`src/hdl/spd_pkg.sv`:
```
// Purpose: shared constants for the serial ping-pong dma channel block
// Assumes: classic wishbone register port, 32-bit data, byte addresses
// Notes: offsets other than the status register are local choices
package spd_pkg;
   localparam int SPD_AW = 16;
   localparam int SPD_MW = 16;
   localparam logic [SPD_AW-1:0] SPD_ISR_OFF = 16'ha808;
   localparam logic [SPD_AW-1:0] SPD_DMACR_OFF = 16'ha900;
   localparam logic [SPD_AW-1:0] SPD_TXA_BEG_OFF = 16'ha904;
   localparam logic [SPD_AW-1:0] SPD_TXA_END_OFF = 16'ha908;
   localparam logic [SPD_AW-1:0] SPD_TXB_BEG_OFF = 16'ha90c;
   localparam logic [SPD_AW-1:0] SPD_TXB_END_OFF = 16'ha910;
   localparam logic [SPD_AW-1:0] SPD_RXA_BEG_OFF = 16'ha914;
   localparam logic [SPD_AW-1:0] SPD_RXA_END_OFF = 16'ha918;
   localparam logic [SPD_AW-1:0] SPD_RXB_BEG_OFF = 16'ha91c;
   localparam logic [SPD_AW-1:0] SPD_RXB_END_OFF = 16'ha920;
   localparam logic [SPD_AW-1:0] SPD_TXCNT_OFF = 16'ha924;
   localparam logic [SPD_AW-1:0] SPD_RXCNTA_OFF = 16'ha928;
   localparam logic [SPD_AW-1:0] SPD_RXCNTB_OFF = 16'ha92c;
   localparam logic [SPD_AW-1:0] SPD_DMASR_OFF = 16'ha930;
   // dma control bits
   localparam int SPD_CR_TXLA = 0;
   localparam int SPD_CR_TXLB = 1;
   localparam int SPD_CR_RXLA = 2;
   localparam int SPD_CR_RXLB = 3;
   localparam int SPD_CR_TX_CHANNEL_RESET = 4;
   localparam int SPD_CR_RX_CHANNEL_RESET = 5;
   // status bit positions
   localparam int SPD_RX_NOT_EMPTY_FLAG = 0;
   localparam int SPD_TXE = 1;
   localparam int SPD_IDLE = 2;
   localparam int SPD_OVR = 3;
   localparam int SPD_UDR = 4;
   localparam int SPD_BRF = 5;
   localparam int SPD_BTF = 6;
   localparam int SPD_CMDF = 7;
   localparam int SPD_NACK = 8;
   localparam int SPD_RXULA = 9;
   localparam int SPD_RXULB = 10;
   localparam int SPD_TXULA = 11;
   localparam int SPD_TXULB = 12;
   localparam int SPD_FE = 13;
   localparam int SPD_PE = 14;
   localparam logic [14:0] SPD_ISR_RST = 15'h0000;
   localparam logic [SPD_MW-1:0] SPD_ADDR_RST = 16'h0000;
   typedef enum logic [2:0] {
      SPD_IDLE_ST = 3'b001,
      SPD_REQ_ST = 3'b010,
      SPD_DONE_ST = 3'b100
   } spd_mst_t;
endpackage

```
`src/hdl/spd_chan.sv`:
```
// Purpose: one dma channel with ping-pong buffers a and b
// Assumes: memory port answers each request with one ack pulse
// Notes: rx keeps a count per buffer, tx shares one count
`timescale 1ns/1ns
module spd_chan #(
   parameter bit IS_RX = 1'b0
) (
   // clock and reset
   input wire logic clk_i,
   input wire logic rst_i,
   // software controls
   input wire logic chan_rst_i,
   input wire logic [1:0] load_i,
   input wire logic [1:0] end_we_i,
   input wire logic [1:0] beg_we_i,
   input wire logic [1:0] cnt_we_i,
   input wire logic [spd_pkg::SPD_MW-1:0] wdat_i,
   // fifo side
   input wire logic fifo_ok_i,
   // memory side
   output logic mem_req_o,
   output logic [spd_pkg::SPD_MW-1:0] mem_addr_o,
   input wire logic mem_ack_i,
   output logic byte_o,
   // state
   output logic [1:0] loaded_o,
   output logic act_o,
   output logic [1:0] unload_o,
   output logic [spd_pkg::SPD_MW-1:0] beg_a_o,
   output logic [spd_pkg::SPD_MW-1:0] beg_b_o,
   output logic [spd_pkg::SPD_MW-1:0] end_a_o,
   output logic [spd_pkg::SPD_MW-1:0] end_b_o,
   output logic [spd_pkg::SPD_MW-1:0] cnt_a_o,
   output logic [spd_pkg::SPD_MW-1:0] cnt_b_o
);
   import spd_pkg::*;
   typedef struct packed {
      logic [1:0] ld;
      logic act;
      logic [1:0][SPD_MW-1:0] beg;
      logic [1:0][SPD_MW-1:0] fin;
      logic [1:0][SPD_MW-1:0] cnt;
      logic req;
      logic [1:0] unl;
      logic bm;
   } spd_ch_t;
   spd_ch_t st_reg, st_next;
   logic [1:0] over;
   // overflow-safe compare: one extra bit so start+count never wraps
   function automatic logic spd_past(input logic [SPD_MW-1:0] b, input logic [SPD_MW-1:0] c,
                                     input logic [SPD_MW-1:0] e);
      spd_past = ({1'b0, b} + {1'b0, c}) > {1'b0, e};
   endfunction
   always_comb begin
      logic cb;
      st_next = st_reg;
      st_next.unl = 2'b00;
      st_next.bm = 1'b0;
      cb = st_reg.act;
      for (int i = 0; i < 2; i++) begin
         if (beg_we_i[i]) st_next.beg[i] = wdat_i;
         if (end_we_i[i]) st_next.fin[i] = wdat_i;
      end
      // byte moved: address start+count, advance count
      if (st_reg.req && mem_ack_i) begin
         st_next.req = 1'b0;
         st_next.bm = 1'b1;
         if (IS_RX) st_next.cnt[cb] = st_reg.cnt[cb] + 1'b1;
         else st_next.cnt[0] = st_reg.cnt[0] + 1'b1;
      end else if (!st_reg.req && st_reg.ld[cb] && fifo_ok_i && !over[cb]) begin
         st_next.req = 1'b1;
      end
      for (int i = 0; i < 2; i++) begin
         if (IS_RX && cnt_we_i[i]) begin
            st_next.cnt[i] = wdat_i;
            st_next.ld[i] = 1'b1;
         end
         if (load_i[i]) begin
            st_next.ld[i] = 1'b1;
            if (IS_RX) st_next.cnt[i] = '0;
            else st_next.cnt[0] = '0;
         end
      end
      // unload check uses registered end/count, so early unload by writes comes one cycle after the write
      for (int i = 0; i < 2; i++) begin
         if (st_reg.ld[i] && over[i] && !(st_reg.req && cb == i[0]) && !load_i[i]
             && !cnt_we_i[i]) begin
            st_next.ld[i] = 1'b0;
            st_next.unl[i] = 1'b1;
            if (!IS_RX && cb == i[0]) st_next.cnt[0] = st_reg.cnt[0];
         end
      end
      // ping-pong: move to the other buffer once active one is idle
      if (!st_next.ld[cb] && st_next.ld[~cb] && !st_next.req) begin
         st_next.act = ~cb;
         if (!IS_RX) st_next.cnt[0] = '0;
      end
      if (chan_rst_i) begin
         st_next.ld = 2'b00;
         st_next.act = 1'b0;
         st_next.req = 1'b0;
         st_next.cnt = '0;
      end
   end
   always_comb begin
      for (int i = 0; i < 2; i++) begin
         // tx count belongs to the active buffer only; a pending tx buffer sits at offset zero
         over[i] = spd_past(st_reg.beg[i],
                            IS_RX ? st_reg.cnt[i] :
                            (st_reg.act == i[0] ? st_reg.cnt[0] : {SPD_MW{1'b0}}),
                            st_reg.fin[i]);
      end
   end
   always_ff @(posedge clk_i) begin
      if (rst_i) st_reg <= '0;
      else st_reg <= st_next;
   end
   assign mem_req_o = st_reg.req;
   assign mem_addr_o = st_reg.beg[st_reg.act] + (IS_RX ? st_reg.cnt[st_reg.act] : st_reg.cnt[0]);
   assign byte_o = st_reg.bm;
   assign loaded_o = st_reg.ld;
   assign act_o = st_reg.act;
   assign unload_o = st_reg.unl;
   assign beg_a_o = st_reg.beg[0];
   assign beg_b_o = st_reg.beg[1];
   assign end_a_o = st_reg.fin[0];
   assign end_b_o = st_reg.fin[1];
   assign cnt_a_o = st_reg.cnt[0];
   assign cnt_b_o = st_reg.cnt[1];
   a_chan_reset: assert property (@(posedge clk_i) disable iff (rst_i)
      chan_rst_i |=> loaded_o == 2'b00 && !mem_req_o)
      else $error("channel reset left a buffer loaded");
   a_load_sets: assert property (@(posedge clk_i) disable iff (rst_i)
      load_i[0] && !chan_rst_i |=> loaded_o[0])
      else $error("load did not load buffer a");
   a_unload_pulse: assert property (@(posedge clk_i) disable iff (rst_i)
      unload_o[0] |-> !loaded_o[0] && $past(loaded_o[0]))
      else $error("unload pulse without a loaded buffer");
   a_count_step: assert property (@(posedge clk_i) disable iff (rst_i)
      byte_o && !$past(chan_rst_i) && !$past(load_i[act_o]) && !IS_RX
      |-> cnt_a_o == $past(cnt_a_o) + 16'h0001 || !$past(loaded_o[act_o]))
      else $error("tx count did not advance by one");
endmodule

```
`src/hdl/spd_top.sv`:
```
// Purpose: serial controller tx and rx ping-pong dma with interrupt status register
// Assumes: classic wishbone slave, one clock, synchronous active-high reset
// Notes: fifo and shifter events arrive as one-cycle pulses
// Function
// - each channel has buffers a and b and swaps automatically without gap
// - channel reset bit returns channel and both buffers to idle
// - buffer defined by start and inclusive end address registers
// - per-buffer load bits in control register make buffer pending or active
// - end address writable while loaded, takes effect immediately
// - count holds offset of next byte, advances by one per byte
// - tx has one shared count, rx has a count per buffer
// - count kept until buffer loaded or reset; any tx load clears tx count
// - rx count writable; writing an idle buffer's count also loads it
// - buffer unloads when start plus count exceeds end
// - end or count writes can trigger early unload
// - unload sets pending bit 12 txb, 11 txa, 10 rxb, 9 rxa
// - parity error sets bit 14, framing error sets bit 13
// - i2c nack sets bit 8
// - i2c start or stop done sets bit 7, cleared by writing zero
// - i2c byte sent sets bit 6, byte received sets bit 5
// - underrun sets bit 4
// - overrun sets bit 3, new byte discarded
// - idle line sets bit 2
// - tx data register empty sets bit 1
// - rx data available sets bit 0
// - status resets to zero, bits 31 to 15 reserved
// - rx error character offset recorded in error offset register; this block has no error offset register
// - unload flag interrupts only when its enable bit is set; this block has no enable bits and no interrupt output
//
// The implementer's own choice: the Wishbone register port.
`timescale 1ns/1ns
module spd_top (
   // clock and reset
   input wire logic clk_i,
   input wire logic rst_i,
   // wishbone slave
   input wire logic cyc_i,
   input wire logic stb_i,
   input wire logic we_i,
   input wire logic [3:0] sel_i,
   input wire logic [spd_pkg::SPD_AW-1:0] adr_i,
   input wire logic [31:0] dat_i,
   output logic [31:0] dat_o,
   output logic ack_o,
   // serial events, one-cycle pulses
   input wire logic par_err_i,
   input wire logic frm_err_i,
   input wire logic nack_i,
   input wire logic cmd_done_i,
   input wire logic byte_sent_i,
   input wire logic byte_got_i,
   input wire logic underrun_i,
   input wire logic overrun_i,
   input wire logic idle_line_i,
   input wire logic tx_empty_i,
   input wire logic rx_not_empty_i,
   // fifo handshakes
   input wire logic tx_fifo_room_i,
   output logic tx_fifo_push_o,
   output logic [7:0] tx_fifo_data_o,
   input wire logic rx_fifo_avail_i,
   input wire logic [7:0] rx_fifo_data_i,
   output logic rx_fifo_pop_o,
   // ram port
   output logic mem_req_o,
   output logic mem_we_o,
   output logic [spd_pkg::SPD_MW-1:0] mem_addr_o,
   output logic [7:0] mem_wdata_o,
   input wire logic [7:0] mem_rdata_i,
   input wire logic mem_ack_i
);
   import spd_pkg::*;
   typedef struct packed {
      logic ack;
      logic [31:0] rd;
      logic [14:0] isr;
      logic [7:0] txd;
      logic push;
      logic pop;
      logic gnt_rx;
      logic busy;
   } spd_top_t;
   spd_top_t st_reg, st_next;
   logic wr, rd;
   logic [5:0] cr_wr;
   logic [1:0] tx_end_we, tx_beg_we, rx_end_we, rx_beg_we, rx_cnt_we;
   logic tx_req, rx_req, tx_ack, rx_ack, tx_bm, rx_bm;
   logic [SPD_MW-1:0] tx_addr, rx_addr;
   logic [1:0] tx_ld, rx_ld, tx_unl, rx_unl;
   logic tx_act, rx_act;
   logic [SPD_MW-1:0] txba, txbb, txea, txeb, txc, txcb_unused;
   logic [SPD_MW-1:0] rxba, rxbb, rxea, rxeb, rxca, rxcb;
   logic [14:0] hw_set;
   logic [31:0] rdv;

   function automatic logic spd_hit(input logic [SPD_AW-1:0] a, input logic [SPD_AW-1:0] off);
      spd_hit = (a == off);
   endfunction

   // one-cycle ack: request held by master until ack, dropped next cycle
   assign wr = cyc_i && stb_i && we_i && !st_reg.ack;
   assign rd = cyc_i && stb_i && !we_i && !st_reg.ack;
   always_comb begin
      cr_wr = '0;
      tx_end_we = '0;
      tx_beg_we = '0;
      rx_end_we = '0;
      rx_beg_we = '0;
      rx_cnt_we = '0;
      if (wr && sel_i[0]) begin
         if (spd_hit(adr_i, SPD_DMACR_OFF)) cr_wr = dat_i[5:0];
         else if (spd_hit(adr_i, SPD_TXA_BEG_OFF)) tx_beg_we[0] = 1'b1;
         else if (spd_hit(adr_i, SPD_TXB_BEG_OFF)) tx_beg_we[1] = 1'b1;
         else if (spd_hit(adr_i, SPD_TXA_END_OFF)) tx_end_we[0] = 1'b1;
         else if (spd_hit(adr_i, SPD_TXB_END_OFF)) tx_end_we[1] = 1'b1;
         else if (spd_hit(adr_i, SPD_RXA_BEG_OFF)) rx_beg_we[0] = 1'b1;
         else if (spd_hit(adr_i, SPD_RXB_BEG_OFF)) rx_beg_we[1] = 1'b1;
         else if (spd_hit(adr_i, SPD_RXA_END_OFF)) rx_end_we[0] = 1'b1;
         else if (spd_hit(adr_i, SPD_RXB_END_OFF)) rx_end_we[1] = 1'b1;
         else if (spd_hit(adr_i, SPD_RXCNTA_OFF)) rx_cnt_we[0] = 1'b1;
         else if (spd_hit(adr_i, SPD_RXCNTB_OFF)) rx_cnt_we[1] = 1'b1;
      end
   end

   // rx gets the ram port first; tx waits, which only delays a byte
   assign rx_ack = mem_ack_i && st_reg.gnt_rx;
   assign tx_ack = mem_ack_i && !st_reg.gnt_rx;

   spd_chan #(.IS_RX(1'b0)) u_tx (
      .clk_i(clk_i),
      .rst_i(rst_i),
      .chan_rst_i(cr_wr[SPD_CR_TX_CHANNEL_RESET]),
      .load_i({cr_wr[SPD_CR_TXLB], cr_wr[SPD_CR_TXLA]}),
      .end_we_i(tx_end_we),
      .beg_we_i(tx_beg_we),
      .cnt_we_i(2'b00),
      .wdat_i(dat_i[SPD_MW-1:0]),
      .fifo_ok_i(tx_fifo_room_i && !st_reg.push),
      .mem_req_o(tx_req),
      .mem_addr_o(tx_addr),
      .mem_ack_i(tx_ack),
      .byte_o(tx_bm),
      .loaded_o(tx_ld),
      .act_o(tx_act),
      .unload_o(tx_unl),
      .beg_a_o(txba),
      .beg_b_o(txbb),
      .end_a_o(txea),
      .end_b_o(txeb),
      .cnt_a_o(txc),
      .cnt_b_o(txcb_unused)
   );
   spd_chan #(.IS_RX(1'b1)) u_rx (
      .clk_i(clk_i),
      .rst_i(rst_i),
      .chan_rst_i(cr_wr[SPD_CR_RX_CHANNEL_RESET]),
      .load_i({cr_wr[SPD_CR_RXLB], cr_wr[SPD_CR_RXLA]}),
      .end_we_i(rx_end_we),
      .beg_we_i(rx_beg_we),
      .cnt_we_i(rx_cnt_we),
      .wdat_i(dat_i[SPD_MW-1:0]),
      .fifo_ok_i(rx_fifo_avail_i && !st_reg.pop),
      .mem_req_o(rx_req),
      .mem_addr_o(rx_addr),
      .mem_ack_i(rx_ack),
      .byte_o(rx_bm),
      .loaded_o(rx_ld),
      .act_o(rx_act),
      .unload_o(rx_unl),
      .beg_a_o(rxba),
      .beg_b_o(rxbb),
      .end_a_o(rxea),
      .end_b_o(rxeb),
      .cnt_a_o(rxca),
      .cnt_b_o(rxcb)
   );

   // hardware set sources for the status register
   always_comb begin
      hw_set = '0;
      hw_set[SPD_PE] = par_err_i;
      hw_set[SPD_FE] = frm_err_i;
      hw_set[SPD_TXULB] = tx_unl[1];
      hw_set[SPD_TXULA] = tx_unl[0];
      hw_set[SPD_RXULB] = rx_unl[1];
      hw_set[SPD_RXULA] = rx_unl[0];
      hw_set[SPD_NACK] = nack_i;
      hw_set[SPD_CMDF] = cmd_done_i;
      hw_set[SPD_BTF] = byte_sent_i;
      hw_set[SPD_BRF] = byte_got_i;
      hw_set[SPD_UDR] = underrun_i;
      hw_set[SPD_OVR] = overrun_i;
      hw_set[SPD_IDLE] = idle_line_i;
      hw_set[SPD_TXE] = tx_empty_i;
      hw_set[SPD_RX_NOT_EMPTY_FLAG] = rx_not_empty_i;
   end

   always_comb begin
      rdv = 32'h0000_0000;
      if (spd_hit(adr_i, SPD_ISR_OFF)) rdv = {17'h0_0000, st_reg.isr};
      else if (spd_hit(adr_i, SPD_DMACR_OFF)) rdv = 32'h0000_0000;
      else if (spd_hit(adr_i, SPD_TXA_BEG_OFF)) rdv = {16'h0000, txba};
      else if (spd_hit(adr_i, SPD_TXB_BEG_OFF)) rdv = {16'h0000, txbb};
      else if (spd_hit(adr_i, SPD_TXA_END_OFF)) rdv = {16'h0000, txea};
      else if (spd_hit(adr_i, SPD_TXB_END_OFF)) rdv = {16'h0000, txeb};
      else if (spd_hit(adr_i, SPD_RXA_BEG_OFF)) rdv = {16'h0000, rxba};
      else if (spd_hit(adr_i, SPD_RXB_BEG_OFF)) rdv = {16'h0000, rxbb};
      else if (spd_hit(adr_i, SPD_RXA_END_OFF)) rdv = {16'h0000, rxea};
      else if (spd_hit(adr_i, SPD_RXB_END_OFF)) rdv = {16'h0000, rxeb};
      else if (spd_hit(adr_i, SPD_TXCNT_OFF)) rdv = {16'h0000, txc};
      else if (spd_hit(adr_i, SPD_RXCNTA_OFF)) rdv = {16'h0000, rxca};
      else if (spd_hit(adr_i, SPD_RXCNTB_OFF)) rdv = {16'h0000, rxcb};
      else if (spd_hit(adr_i, SPD_DMASR_OFF)) rdv = {26'h000_0000, rx_act, rx_ld, tx_act, tx_ld};
   end

   always_comb begin
      st_next = st_reg;
      st_next.ack = (wr || rd);
      st_next.push = 1'b0;
      st_next.pop = 1'b0;
      if (rd) st_next.rd = rdv;
      // software writes clear or keep; hardware set wins in the same cycle
      if (wr && spd_hit(adr_i, SPD_ISR_OFF)) begin
         if (sel_i[0]) st_next.isr[7:0] = st_reg.isr[7:0] & dat_i[7:0];
         if (sel_i[1]) st_next.isr[14:8] = st_reg.isr[14:8] & dat_i[14:8];
      end
      st_next.isr = st_next.isr | hw_set;
      // ram port arbitration, one request owns it until its ack
      if (!st_reg.busy) begin
         if (rx_req) begin
            st_next.gnt_rx = 1'b1;
            st_next.busy = 1'b1;
         end else if (tx_req) begin
            st_next.gnt_rx = 1'b0;
            st_next.busy = 1'b1;
         end
      end else if (mem_ack_i) begin
         st_next.busy = 1'b0;
      end
      if (tx_ack && st_reg.busy) begin
         st_next.txd = mem_rdata_i;
         st_next.push = 1'b1;
      end
      if (rx_ack && st_reg.busy) st_next.pop = 1'b1;
   end

   always_ff @(posedge clk_i) begin
      if (rst_i) begin
         st_reg <= '0;
         st_reg.isr <= SPD_ISR_RST;
      end else begin
         st_reg <= st_next;
      end
   end

   assign ack_o = st_reg.ack;
   assign dat_o = st_reg.rd;
   assign tx_fifo_push_o = st_reg.push;
   assign tx_fifo_data_o = st_reg.txd;
   assign rx_fifo_pop_o = st_reg.pop;
   assign mem_req_o = st_reg.busy;
   assign mem_we_o = st_reg.busy && st_reg.gnt_rx;
   assign mem_addr_o = st_reg.gnt_rx ? rx_addr : tx_addr;
   assign mem_wdata_o = rx_fifo_data_i;

   a_unl_flag_set: assert property (@(posedge clk_i) disable iff (rst_i)
      tx_unl[1] |=> st_reg.isr[SPD_TXULB])
      else $error("tx b unload not flagged");
   a_rx_unl_set: assert property (@(posedge clk_i) disable iff (rst_i)
      rx_unl[0] |=> st_reg.isr[SPD_RXULA])
      else $error("rx a unload not flagged");
   a_set_over_clr: assert property (@(posedge clk_i) disable iff (rst_i)
      cmd_done_i |=> st_reg.isr[SPD_CMDF])
      else $error("command done lost to clear");
   a_perr_set: assert property (@(posedge clk_i) disable iff (rst_i)
      par_err_i |=> st_reg.isr[SPD_PE])
      else $error("parity error not flagged");
   a_ovr_set: assert property (@(posedge clk_i) disable iff (rst_i)
      overrun_i |=> st_reg.isr[SPD_OVR])
      else $error("overrun not flagged");
   a_wb_ack_once: assert property (@(posedge clk_i) disable iff (rst_i)
      ack_o |=> !ack_o)
      else $error("ack held two cycles");
   a_pop_after_ack: assert property (@(posedge clk_i) disable iff (rst_i)
      rx_fifo_pop_o |-> $past(mem_ack_i) && $past(mem_we_o))
      else $error("rx pop without ram write");
endmodule

```
`config.mk`:
```
export PLATFORM = sky130hd
export DESIGN_NAME = spd_top
export DESIGN_NICKNAME = d
export VERILOG_FILES = /design/src/hdl/spd_pkg.sv /design/src/hdl/spd_chan.sv /design/src/hdl/spd_top.sv
export SDC_FILE = /design/constraint.sdc
export NUM_CORES = 1
export LEC_CHECK = 0
export BUFFER_PORTS_ARGS = -buffer_cell sky130_fd_sc_hd__buf_4
export CELL_PAD_IN_SITES_DETAIL_PLACEMENT = 2
export CELL_PAD_IN_SITES_GLOBAL_PLACEMENT = 2
export CORE_UTILIZATION = 36
export CTS_BUF_LIST = sky130_fd_sc_hd__clkbuf_16
export CTS_CLUSTER_DIAMETER = 60
export CTS_CLUSTER_SIZE = 12
export DETAILED_ROUTE_END_ITERATION = 8
export HOLD_SLACK_MARGIN = 0.08
export PLACE_DENSITY_LB_ADDON = 0.15
export SYNTH_ARGS = -nofsm -noshare
export SYNTH_HDL_FRONTEND = slang
export SYNTH_SLANG_ARGS = --single-unit
```
`constraint.sdc`:
```
create_clock -name clk_i -period 7.4 [get_ports clk_i]
set_clock_uncertainty 0.2 [all_clocks]
set_input_delay 0.74 -clock clk_i [delete_from_list [all_inputs] [get_ports clk_i]]
set_output_delay 0.74 -clock clk_i [all_outputs]
set_load 0.02 [all_outputs]
```
Word-level counts from Yosys, hierarchy flattened --
Cells that the tools add are included.
Storage, ports and cells: register bits 248, input bits 87, output and inout port bits 69, logic and storage cells 268
Cells by class: $add $sub $neg 8, $lt $le $gt $ge 9, equality and inequality tests 15, muxes and demuxes 127, bitwise gates (word level) 6, reduce and logical (&&, ||, !) cells 76
Operators with widths (number):
- $mux W16 | 33
- $eq A16 B16 Y1 const B | 14
- $add A16 B16 Y17 | 4
- $gt A17 B16 Y1 | 4
- $mux W2 | 32
- $mux W1 | 53
- $logic_and A1 B1 Y1 | 45
- $add A16 B1 Y16 const B | 2
- $add A16 B16 Y16 | 2
- $bwmux W32 | 1
- $mux W32 | 1
- $logic_not A1 Y1 | 23
- $mux W6 | 3
- $demux W16 S1 | 1
- $mux W15 | 1
- $or A15 B15 Y15 | 1
- $and A8 B8 Y8 | 1
- $lt A1 B2 Y1 const B | 4
- $mux W8 | 1
- $and A7 B7 Y7 | 1
- $mux W7 | 1
- $reduce_or A3 Y1 | 2
- $reduce_bool A2 Y1 | 2
- $reduce_or A2 Y1 | 2
- 5 further kinds | 7

Depth between registers and ports, before layout --
Gate-level depths: netlist of the first run.
depth after elaboration 21, gate-level depth with buffers 28, depth with buffers taken out 25

By module --
Synthesis of the first run repeated with hierarchy kept, for this count alone.
Unflattened totals: cells, all modules 2342, area, all modules 18766.7 um^2
Modules (own cells, without submodules):
- spd_chan at u_rx | instances 1, cells an instance 918, area each 7629.8 um^2, seq. area each 2062.0 um^2
- spd_chan at u_tx | instances 1, cells an instance 805, area each 6705.2 um^2, seq. area each 1741.7 um^2
- spd_top | instances 1, cells an instance 619, area each 4431.8 um^2, seq. area each 880.8 um^2

Least setup slack after synthesis of the first run --
No wires, ideal clock.
path kind register -> register, start point register u_tx.st_reg, in the netlist u_tx.act_o, end point register u_tx.st_reg, in the netlist u_tx.cnt_a_o[6], setup time 0.123 ns, data arrival time 4.864 ns, slack 2.212 ns, stages on the path, launching flop included 26, period minus slack after synthesis 5.188 ns, cell sequence dfxtp_1 > clkbuf_1 > buf_1 > clkbuf_1 > nand2_1 > inv_1 > ha_1 > a21o_1 > a21oi_1 > o21bai_1 > a21oi_1 > o21bai_1 > a21o_1 > a21oi_1 > nor2b_1 > nor2_1 > xnor2_1 > ha_1 > o21a_1 > o21a_1 > o311ai_0 > a211oi_1 > o31a_4 > nor2_1 > buf_4 > nor3_2
Between the ends: longest elaborated chain between the ends 13, elaborated cells between the ends (all ways) 43
RTL lines:
- start, declared | RTL line spd_chan.sv:47 | spd_ch_t st_reg, st_next;
- start signal, assigned | RTL line spd_chan.sv:116 | else st_reg <= st_next;
- $mux W16 | RTL line spd_chan.sv:110 | (st_reg.act == i[0] ? st_reg.cnt[0] : {SPD_MW{1'b0}}),
- $add A16 B16 Y17 | RTL line spd_chan.sv:52 | spd_past = ({1'b0, b} + {1'b0, c}) > {1'b0, e};
- $gt A17 B16 Y1 | RTL line spd_chan.sv:52
- $logic_and A1 B1 Y1 (3 in series) | RTL line spd_chan.sv:86 | if (st_reg.ld[i] && over[i] && !(st_reg.req && cb == i[0]) && !load_i[i]
- $mux W1 | RTL line spd_chan.sv:86
- $mux W1 (not written as such) (2 in series) | RTL line spd_chan.sv:94 | if (!st_next.ld[cb] && st_next.ld[~cb] && !st_next.req) begin
- $logic_not A1 Y1 | RTL line spd_chan.sv:94
- $logic_and A1 B1 Y1 (2 in series) | RTL line spd_chan.sv:94
- $reduce_or A3 Y1 (no line)
Parallel ways exist; a longest one is shown, timed or not. The select of a mux whose other input is x is not followed. A chain may end at the register's enable or synchronous reset.

Worst setup path after layout of the first run --
start point register u_tx.st_reg, in the netlist u_tx.act_o, end point register u_tx.st_reg, in the netlist u_tx.cnt_a_o[2]
The elaborated chain is that of the path after synthesis.

==> flow_summary_export.csv, run 1 <==
group,metric,value,unit
route,routed_via_density,5.99,
clock_tree,post-cts-setup-buffers,0,
clock_tree,h-tree-depth,2,
synthesis,yosys.area.top_type_share,26.1,%
worst_setup_path,crit_top_cell,"a21oi_1",
timing,max-slew-margin-rel,13.9,%
worst_setup_path,critical_path.max_stage_delay,0.65,ns
route,wl_met1,38200,um
timing,finalCritPeriodShare,87.9,%
clock_tree,ctsResizeCount,0,
route,drc,0,
floorplanning,core-area,0.0488,mm^2
global_route,track_usage,33.8,%
synthesis,yosys_warnings,0,
worst_setup_path,slowest_stage,"a21oi_1",
synthesis,ys_seq_elements,232,
worst_setup_path,start_kind,"register",
worst_setup_path,endpoint_kind,"register",
final_layout,final_cell_mix,"nand2_1 (383), a21oi_1 (281), dfxtp_1 (230)",
floorplanning,ios,156,
timing,setup-tns-final,0,ns
floorplanning,rows,81,
synthesis,ys_seq_area_share,26.1,%
synthesis,synth_cell_type_count,80,
final_layout,layout-drive-gt1-share,12.2,%
status,outcome,"finished clean",
placement,io_buffers,105,
power,max-vdd-ir-drop,124,uV
synthesis,syn_inst,2323,
clock_tree,clk_latency,0.57,ns
synthesis,syn-mean-instance-area,7.65,um^2
route,wl_per_cell,28.2,um
floorplanning,die_x,224,um
clock_tree,clock_path_buffers,3,
synthesis,synth-edff-count,0,
worst_setup_path,path_class,"reg -> reg",
route,topRoutingLayerUsed,"met4",
power,p_per_area,157,mW/mm^2
final_layout,finalNonFillerCells,3033,
worst_setup_path,crit_fanout,17,
timing,fmax,0.154,GHz
synthesis,synthTopCellsByArea,"dfxtp_1 (26%), ha_1 (11%), nand2_1 (8.1%)",
timing,min_period,6.50,ns
timing,report.final.slew_viol_count,0,
final_layout,area_growth,12.5,%
route,wl_met3,4980,um
final_layout,final_area,0.0200,mm^2
clock_tree,cts-root-buf,"clkbuf_16",
synthesis,ys.flop_type,"dfxtp_1",
clock_tree,cts_hold_buf,0,
timing,whs,0.213,ns
min_path,min_path_type,"in -> reg",
power,p_leak,8.11,nW
global_route,grt_first_pass_wirelength,125000,um
route,antenna_left,0,
route,detailedRoute.firstPassIterationCount,5,
clock_tree,clkTransAtPathRegs,0.06,ns
global_route,antenna_found_initial,5,
route,drt_iter0_drc,1322,
floorplanning,die_h,224,um
placement,dp_cells,2964,
floorplanning,die-area,0.0503,mm^2
route,wl_met2,38600,um
global_route,grt_overflow,0,
worst_setup_path,worstPathArrival,6.73,ns
worst_setup_path,required,7.62,ns
synthesis,async_reset_ff_share,0,%
final_layout,nNetsFinal,2591,
timing,rsz0062_at_grt,"no",
route,routed-via-count,18170,
placement,hpwl,63700,um
clock_tree,cts_made_buffers,36,
global_route,grt_pass1_vias,19085,
floorplanning,start_util,36.4,%
route,routed_wl,85600,um
power,finalPower,3.13,mW
clock_tree,cts_tree,"yes",
synthesis,synth_area_leader_cell,"dfxtp_1",
global_route,grt_max_degree,75,
final_layout,final_common_cell,"nand2_1",
placement,place_congestion,0.942,
final_layout,n_fill_cell,5693,
timing,setup_viol,0,
clock_tree,cts.sinks,232,
placement,place_area,0.0188,mm^2
synthesis,syn_area,0.0178,mm^2
timing,worst_slew_pin_slew,1.27,ns
flow_run,cap_violations,0,
timing,finalHoldViolCount,0,
metal layers:
layer	up-vias	track usage [%]
li1	8162	-
met3	152	5.13
met5	-	0
met1	9307	45.0
met4	0	16.0
met2	549	53.4
cell type report:
cell class,instances,area [um^2],share of cell area (%)
Multi-Input combinational cell,1818,12000,59.8
Sequential cell,232,4650,23.2
Timing Repair Buffer,123,927,4.64
Clock buffer,37,926,4.63
Tap cell,664,831,4.15
Inverter,127,477,2.38
Clock inverter,29,225,1.13
Antenna cell,3,7.51,0.0375
Yosys cell counts (all sizes together) (7+ instances only):
master and n:
a2111oi 11, a211oi 46, a21o 28, a21oi 281
a22oi 22, a31oi 10, and2 26, and3 21
buf 68, clkbuf 93, dfxtp 232, ha 160
inv 127, mux2 46, mux2i 33, mux4 14
nand2 383, nand2b 17, nand3 43, nand4 20
nor2 161, nor2b 39, nor3 63, nor3b 8
nor4 15, o211ai 24, o21a 21, o21ai 89
o221ai 8, o22ai 14, or3 7, xnor2 81
xor2 26
worst max-delay path, delay by kind of cell, from the launching register on:
family          cells  cell delay, ns
simple gates        7            1.13
fa+ha+maj           2            0.54
xor+xnor            1            0.14
compound gates     12            3.06
buf+inv             3            0.68
flops               1            0.60
metrics by stage:
step | worst slack [ns] | utilization [%]
CTS | 1.05 | 40.9
global placement | 1.35 | 38.6
finish | 0.896 | 40.9
floorplan | 2.21 | -
detailed placement | 1.08 | 38.6
global route | 0.552 | 40.9
report_power, final:
| group | leakage [nW] | internal [mW] | switching (mW) |
|---|---|---|---|
| clock | 0.573 | 0.967 | 0.739 |
| sequential | 1.87 | 1.26 | 0.00693 |
| combinational | 5.67 | 0.0431 | 0.121 |
| total | 8.11 | 2.27 | 0.868 |
worst paths after layout:
check	start	endpoint	slack, ns	cells after the start
setup / recovery	u_tx.act_o	u_tx.cnt_a_o[2]	0.90	25
hold / removal	overrun_i	st_reg[15]	0.21	3
setup reg to reg	u_tx.act_o	u_tx.cnt_a_o[2]	0.90	25
hold reg to reg	u_tx.unload_o[0]	st_reg[23]	0.24	2
logic make-up (layout without fill, tap and decap cells):
logic type                 Yosys count  after routing  synth area share, %
and+or+nand+nor                    830            830                 22.0
AOI/OAI and AO/OA                  606            606                 20.9
buffers and inverters              288            316                 7.26
DFF                                232            232                 26.1
adders and majority gates          166            166                 11.9
xor gates and xnor gates           107            107                 5.27
muxes                               93             93                 6.55
other                                1             19               0.0211
No activity file was read; power rests on OpenSTA's default activity.
==> inputs of run 2 (changes only) <==
CTS_BUF_LIST = unset   (was sky130_fd_sc_hd__clkbuf_16)
RECOVER_POWER = 100   (was unset)
clock period = 6.45 ns   (was 7.4 ns; I/O delays follow)
==> run 2 against run 1 <==
  * Setup slack worse by 0.54 ns
  * Hold slack worse by 0.089 ns
  * The flow now finishes with violations (capacitance limit, slew limit)
  * Via count is 0.65% higher
  * Largest cell class unchanged
  * Clock-buffer cell count is 11 higher
  * Largest power group unchanged
  * First-iteration DRC count down 4.2%
  * Register-to-register slack worse by 0.54 ns
==> flow_summary_export.csv, run 2 (synthesis results as in run 1) <==
group,metric,value,unit
clock_tree,cts_made_buffers,38,
worst_setup_path,required,6.68,ns
worst_setup_path,critical_path.max_stage_delay,0.63,ns
final_layout,area_growth,12.4,%
timing,worst_slew_pin_slew,3.90,ns
power,seqPwrFrac,38.2,%
final_layout,n_fill_cell,5705,
worst_setup_path,path_class,"reg -> reg",
power,p_comb_share,4.9,%
route,drc,0,
timing,report.final.slew_viol_count,315,
power,p_switching,1.01,mW
clock_tree,h-tree-depth,2,
route,detailedRoute.firstPassIterationCount,5,
global_route,grt_max_degree,73,
worst_setup_path,slowest_stage,"o311ai_0",
route,drt_iter0_drc,1266,
route,routed-via-count,18289,
floorplanning,start_util,36.4,%
final_layout,layout-drive-gt1-share,10.3,%
timing,setup_viol,0,
final_layout,n_antenna_cell,0,
placement,io_buffers,105,
clock_tree,cts-root-buf,"clkbuf_16",
floorplanning,die-area,0.0503,mm^2
status,failed_checks,"capacitance limit, slew limit",
clock_tree,clkTransAtPathRegs,0.06,ns
worst_setup_path,worstPathArrival,6.32,ns
timing,setup-tns-final,0,ns
timing,max-slew-margin-rel,-160,%
timing,fmax,0.164,GHz
timing,finalCritPeriodShare,94.4,%
global_route,grt_pass1_vias,19057,
clock_tree,cts_tree,"yes",
placement,place_congestion,0.912,
clock_tree,cts_hold_buf,0,
global_route,grt_first_pass_wirelength,126000,um
floorplanning,die_x,224,um
final_layout,final_cell_mix,"nand2_1 (383), a21oi_1 (281), dfxtp_1 (232)",
flow_run,cap_violations,8,
route,routed_wl,86400,um
final_layout,nNetsFinal,2602,
floorplanning,ios,156,
timing,finalHoldViolCount,0,
clock_tree,clock_path_buffers,3,
worst_setup_path,start_kind,"register",
floorplanning,rows,81,
min_path,min_path_type,"in -> reg",
global_route,antenna_found_initial,2,
clock_tree,clk_latency,0.57,ns
power,finalPower,3.80,mW
global_route,grt_overflow,0,
status,outcome,"finished, violations left",
power,netSwitchingFraction,26.7,%
floorplanning,die_h,224,um
power,clkPwrFrac,56.9,%
power,p_leak,8.01,nW
clock_tree,cts.sinks,232,
timing,min_period,6.09,ns
power,p_per_area,190,mW/mm^2
worst_setup_path,crit_fanout,4,
power,internal_power,2.78,mW
clock_tree,post-cts-setup-buffers,0,
timing,rsz0062_at_grt,"no",
global_route,track_usage,34.0,%
power,max-vdd-ir-drop,193,uV
floorplanning,core-area,0.0488,mm^2
placement,hpwl,64500,um
route,routed_via_density,6.01,
worst_setup_path,endpoint_kind,"register",
route,antenna_left,0,
clock_tree,ctsResizeCount,0,
worst_setup_path,crit_chain,"ha_1, a21o_1, a21oi_1, o21bai_1, a21oi_1, o21ai_0, a41oi_1, nor2b_1, o21ai_0, a21oi_1, xnor2_1, ha_1, a2111oi_0, o221ai_1, o21ai_0, o311ai_0, nor4_1, a21oi_1, and2_1, o211ai_1, o21ai_0",
final_layout,final_common_cell,"nand2_1",
route,wl_per_cell,28.4,um
## run 2: changes by cell type in the layout (fill, tap and decap cells not counted), sizes merged
cell      previous run  this run
buf                123        86
bufinv               1         2
clkbuf              37        94
clkinv              12         8
clkinvlp             4         2
diode                3         0
inv                139       137
## run 2: final cells by class
class / instances / area, um^2 / area share, %
sequential: 232 / 4640 / 23.2
inverter: 127 / 477 / 2.38
timing repair buffer: 132 / 833 / 4.17
clock buffer: 48 / 1080 / 5.41
multi-input combinational: 1818 / 11900 / 59.5
clock inverter: 22 / 221 / 1.11
tap: 664 / 831 / 4.16
## run 2: power groups by stage
stage	registers, mW	clock network (mW)	logic, mW
after floorplan	1.48	0	0.108
after global placement	1.48	0	0.179
after detailed placement	1.48	0	0.184
after CTS	1.45	2.19	0.185
after global routing	1.45	2.24	0.191
final	1.45	2.16	0.185
## run 2: path summary, 6_finish.rpt
check	cells after the start	slack [ns]	to	start
setup / recovery	21	0.36	u_rx.act_o	u_rx.cnt_a_o[1]
setup reg to reg	21	0.36	u_rx.act_o	u_rx.cnt_a_o[1]
hold reg to reg	2	0.26	u_tx.end_a_o[11]	u_tx.end_a_o[11]
hold / removal	2	0.12	mem_req_o	mem_ack_i
## run 2: metal layers
| layer | global-route usage, % | vias up | share of wire [%] |
|---|---|---|---|
| li1 | - | 8173 | - |
| met3 | 4.35 | 136 | 5.8 |
| met5 | 0 | - | 0.013 |
| met1 | 46.0 | 9414 | 45 |
| met4 | 13.2 | 2 | 3.8 |
| met2 | 54.9 | 564 | 46 |
## run 2: per-stage QoR
step / area [um^2] / hold slack (ns) / setup WS (ns) / util (%) / instances
after floorplan: 17800 / 0.211 / 1.26 / - / 2338
after global placement: 18900 / 0.238 / 1.01 / 38.7 / 2973
after detailed placement: 18900 / 0.246 / 0.710 / 38.7 / 2973
after CTS: 20200 / 0.104 / 0.663 / 41.4 / 3043
after global routing: 20000 / 0.125 / 0.212 / 40.9 / 3043
final: 20000 / 0.124 / 0.360 / 40.9 / 3043
## run 2: critical path: cells and delay by family, from the launching register on
kind / cells / cell delay [ns]
AO/OA/AOI/OAI: 15 / 3.77
AND/OR/NAND/NOR: 3 / 1.02
XOR/XNOR: 1 / 0.09
adder cells (fa/ha/maj): 2 / 0.47
flip-flops: 1 / 0.41
==> inputs of run 3 (changes only) <==
ABC_AREA = 1   (was unset)
CAP_MARGIN = 10   (was unset)
CORE_UTILIZATION = 34   (was 36)
==> run 3 against run 2 <==
  * The run still ends with capacitance limit, slew limit left
  * Total power increased by 2.0%
  * Largest power group unchanged
  * Sequential power hardly changed
  * Flip-flop and latch count is the same
  * Synthesized cell count rose by 24%
  * Hold slack got worse by 0.021 ns
  * Sequential share of layout area is 1.2 points lower
  * Wire length rose by 5.6%
  * Largest cell class unchanged
  * Maximum frequency up 0.79%
  * Critical path depth shrank 5
  * Clock power increased by 4%
  * Setup slack improved by 0.048 ns
==> flow_summary_export.csv, run 3 <==
group,metric,value,unit
status,outcome,"finished, violations left",
status,failed_checks,"capacitance limit, slew limit",
worst_setup_path,worstPathArrival,5.20,ns
min_path,min_path_type,"in -> reg",
synthesis,syn_area,0.0188,mm^2
route,wl_met3,6520,um
timing,setup_viol,0,
timing,fmax,0.166,GHz
final_layout,final_common_cell,"nand2_1",
route,wl_per_cell,25.0,um
placement,hpwl,72800,um
clock_tree,cts_tree,"yes",
route,topRoutingLayerUsed,"met4",
power,p_comb_share,4.5,%
placement,place_congestion,0.959,
worst_setup_path,path_class,"reg -> out",
flow_run,cap_violations,6,
floorplanning,ios,156,
clock_tree,clock_path_buffers,3,
synthesis,synth_cell_type_count,60,
clock_tree,cts.sinks,232,
placement,io_buffers,105,
timing,rsz0062_at_grt,"no",
final_layout,layout-drive-gt1-share,7.56,%
final_layout,final_area,0.0211,mm^2
global_route,grt_pass1_vias,21777,
floorplanning,die-area,0.0561,mm^2
final_layout,nNetsFinal,3171,
floorplanning,core-area,0.0541,mm^2
final_layout,fin_util,38.9,%
power,seqPwrFrac,37.4,%
clock_tree,post-cts-setup-buffers,0,
synthesis,synthTopCellsByArea,"dfxtp_1 (25%), ha_1 (11%), nand2_1 (10%)",
power,p_per_area,184,mW/mm^2
power,max-vdd-ir-drop,135,uV
floorplanning,rows,85,
timing,min_period,6.04,ns
global_route,grt_overflow,0,
worst_setup_path,r2r_slack,0.75,ns
clock_tree,clkTransAtPathRegs,0.06,ns
route,routed_wl,91200,um
power,p_leak,9.49,nW
timing,max-slew-margin-rel,-126,%
route,detailedRoute.firstPassIterationCount,7,
timing,worst_slack,0.408,ns
global_route,grt_max_degree,63,
synthesis,ys_top_cells_by_count,"nand2_1 (500), inv_1 (465), a21oi_1 (303), nor2_1 (259), o21ai_0 (234)",
worst_setup_path,start_kind,"register",
global_route,antenna_found_initial,4,
worst_setup_path,endpoint_kind,"output port",
timing,finalHoldViolCount,0,
floorplanning,start_util,34.6,%
synthesis,synth_most_common_cell,"nand2_1",
timing,finalCritPeriodShare,93.7,%
synthesis,synth-edff-count,0,
route,drt_iter0_drc,1208,
final_layout,area_growth,12.4,%
route,routed_via_density,5.61,
final_layout,final_cell_mix,"nand2_1 (500), inv_1 (466), a21oi_1 (304)",
route,antenna_left,0,
floorplanning,die_x,237,um
synthesis,yosys.area.top_type_share,24.8,%
global_route,grt_first_pass_wirelength,136000,um
timing,worst_slew_pin_slew,3.38,ns
power,clkPwrFrac,58.1,%
route,routed-via-count,20461,
placement,place_ws,0.834,ns
placement,place_area,0.0199,mm^2
floorplanning,die_h,237,um
route,drc,0,
route,wl_met2,40000,um
synthesis,synth_area_leader_cell,"dfxtp_1",
synthesis,syn_inst,2881,
placement,dp_cells,3571,
global_route,track_usage,32.3,%
final_layout,finalNonFillerCells,3645,
power,netSwitchingFraction,26.1,%
synthesis,syn-mean-instance-area,6.51,um^2
worst_setup_path,crit_fanout,44,
timing,report.final.slew_viol_count,257,
synthesis,yosys_warnings,0,
power,internal_power,2.86,mW
synthesis,ys_seq_area_share,24.8,%
synthesis,ys.flop_type,"dfxtp_1",
timing,setup-tns-final,0,ns
synthesis,ys_seq_elements,232,
worst_setup_path,required,5.60,ns
power,p_switching,1.01,mW
clock_tree,cts_made_buffers,39,
route,wl_met1,40700,um
synthesis,async_reset_ff_share,0,%
clock_tree,clk_latency,0.57,ns
clock_tree,cts-root-buf,"clkbuf_16",
clock_tree,h-tree-depth,2,
-- run 3: cell types whose count changed after synthesis, sizes merged, moves of 26 or more --
cell	previous run	this run
nand3	43	107
xnor2	81	33
xor2	26	55
nand2	383	509
a211oi	46	73
mux2	46	2
and2	26	0
inv	127	479
o21ai	89	266
mux2i	33	1
nor2b	39	0
nand4	20	47
nor2	161	274
-- run 3: final cells by class --
type                       instances  area, um^2
antenna                            1        2.50
tap                              696         871
inverter                         480        1800
fill                            6656       33100
sequential                       232        4650
timing repair buffer             134         832
clock buffer                      45        1070
clock inverter                    26         292
multi-input combinational       2031       11600
-- run 3: worst paths after layout --
check	end	cells past startpoint	startpoint
setup / recovery	mem_addr_o[15]	16	u_rx.act_o
hold / removal	st_reg[19]	3	cmd_done_i
setup reg to reg	u_tx.cnt_a_o[12]	26	u_tx.act_o
hold reg to reg	st_reg[24]	2	u_tx.unload_o[1]
-- run 3: power by group through the flow --
stage | combinational [mW] | sequential (mW) | clock, mW
finish | 0.174 | 1.45 | 2.25
global route | 0.185 | 1.45 | 2.33
CTS | 0.178 | 1.45 | 2.28
detailed placement | 0.175 | 1.48 | 0
global placement | 0.170 | 1.48 | 0
floorplan | 0.0959 | 1.48 | 0
-- run 3: metrics by stage --
stage | hold slack (ns) | power [mW]
CTS | 0.0815 | 3.90
floorplan | 0.215 | 1.57
global placement | 0.233 | 1.65
finish | 0.103 | 3.87
global route | 0.121 | 3.96
detailed placement | 0.249 | 1.65
-- run 3: worst max-delay path, stage by stage, from the launching register on --
cell,delay [ns]
dfxtp_1,1.57
o21ai_0,0.73
ha_1,0.58
nand2_1,0.11
nor3_1,0.21
nand3_1,0.12
nand3_1,0.13
nand2_1,0.06
inv_1,0.08
o21ai_0,0.09
nand2_1,0.09
nand2_1,0.07
a21oi_1,0.17
xnor2_1,0.18
nand2_1,0.07
o21ai_0,0.16
buf_4,0.21
-- run 3: what timing repair did --
| action | 4_1_cts | 5_1_grt |
|---|---|---|
| hold buffers | 1 | 0 |
| setup endpoints to repair | 0 | 0 |
| endpoints found under the hold margin | 1 | 0 |
| gates resized for setup | 0 | 0 |
-- run 3: routing by layer --
metal  vias up  track usage (%)
met2       564             51.0
met1     10189             42.9
met5         -                0
li1       9548                -
met4         0             13.9
met3       160             6.14
-- run 3: kinds of logic (layout without fill, tap and decap cells) --
| family | Yosys count | after routing | synth area share, % |
|---|---|---|---|
| buffers and inverters | 633 | 685 | 13.9 |
| DFF | 232 | 232 | 24.8 |
| adders and majority gates | 166 | 166 | 11.3 |
| and+or+nand+nor | 1019 | 1019 | 23.4 |
| AOI/OAI and AO/OA | 739 | 739 | 22.3 |
| muxes | 3 | 3 | 0.173 |
| other | 1 | 17 | 0.0200 |
| xor gates and xnor gates | 88 | 88 | 4.11 |
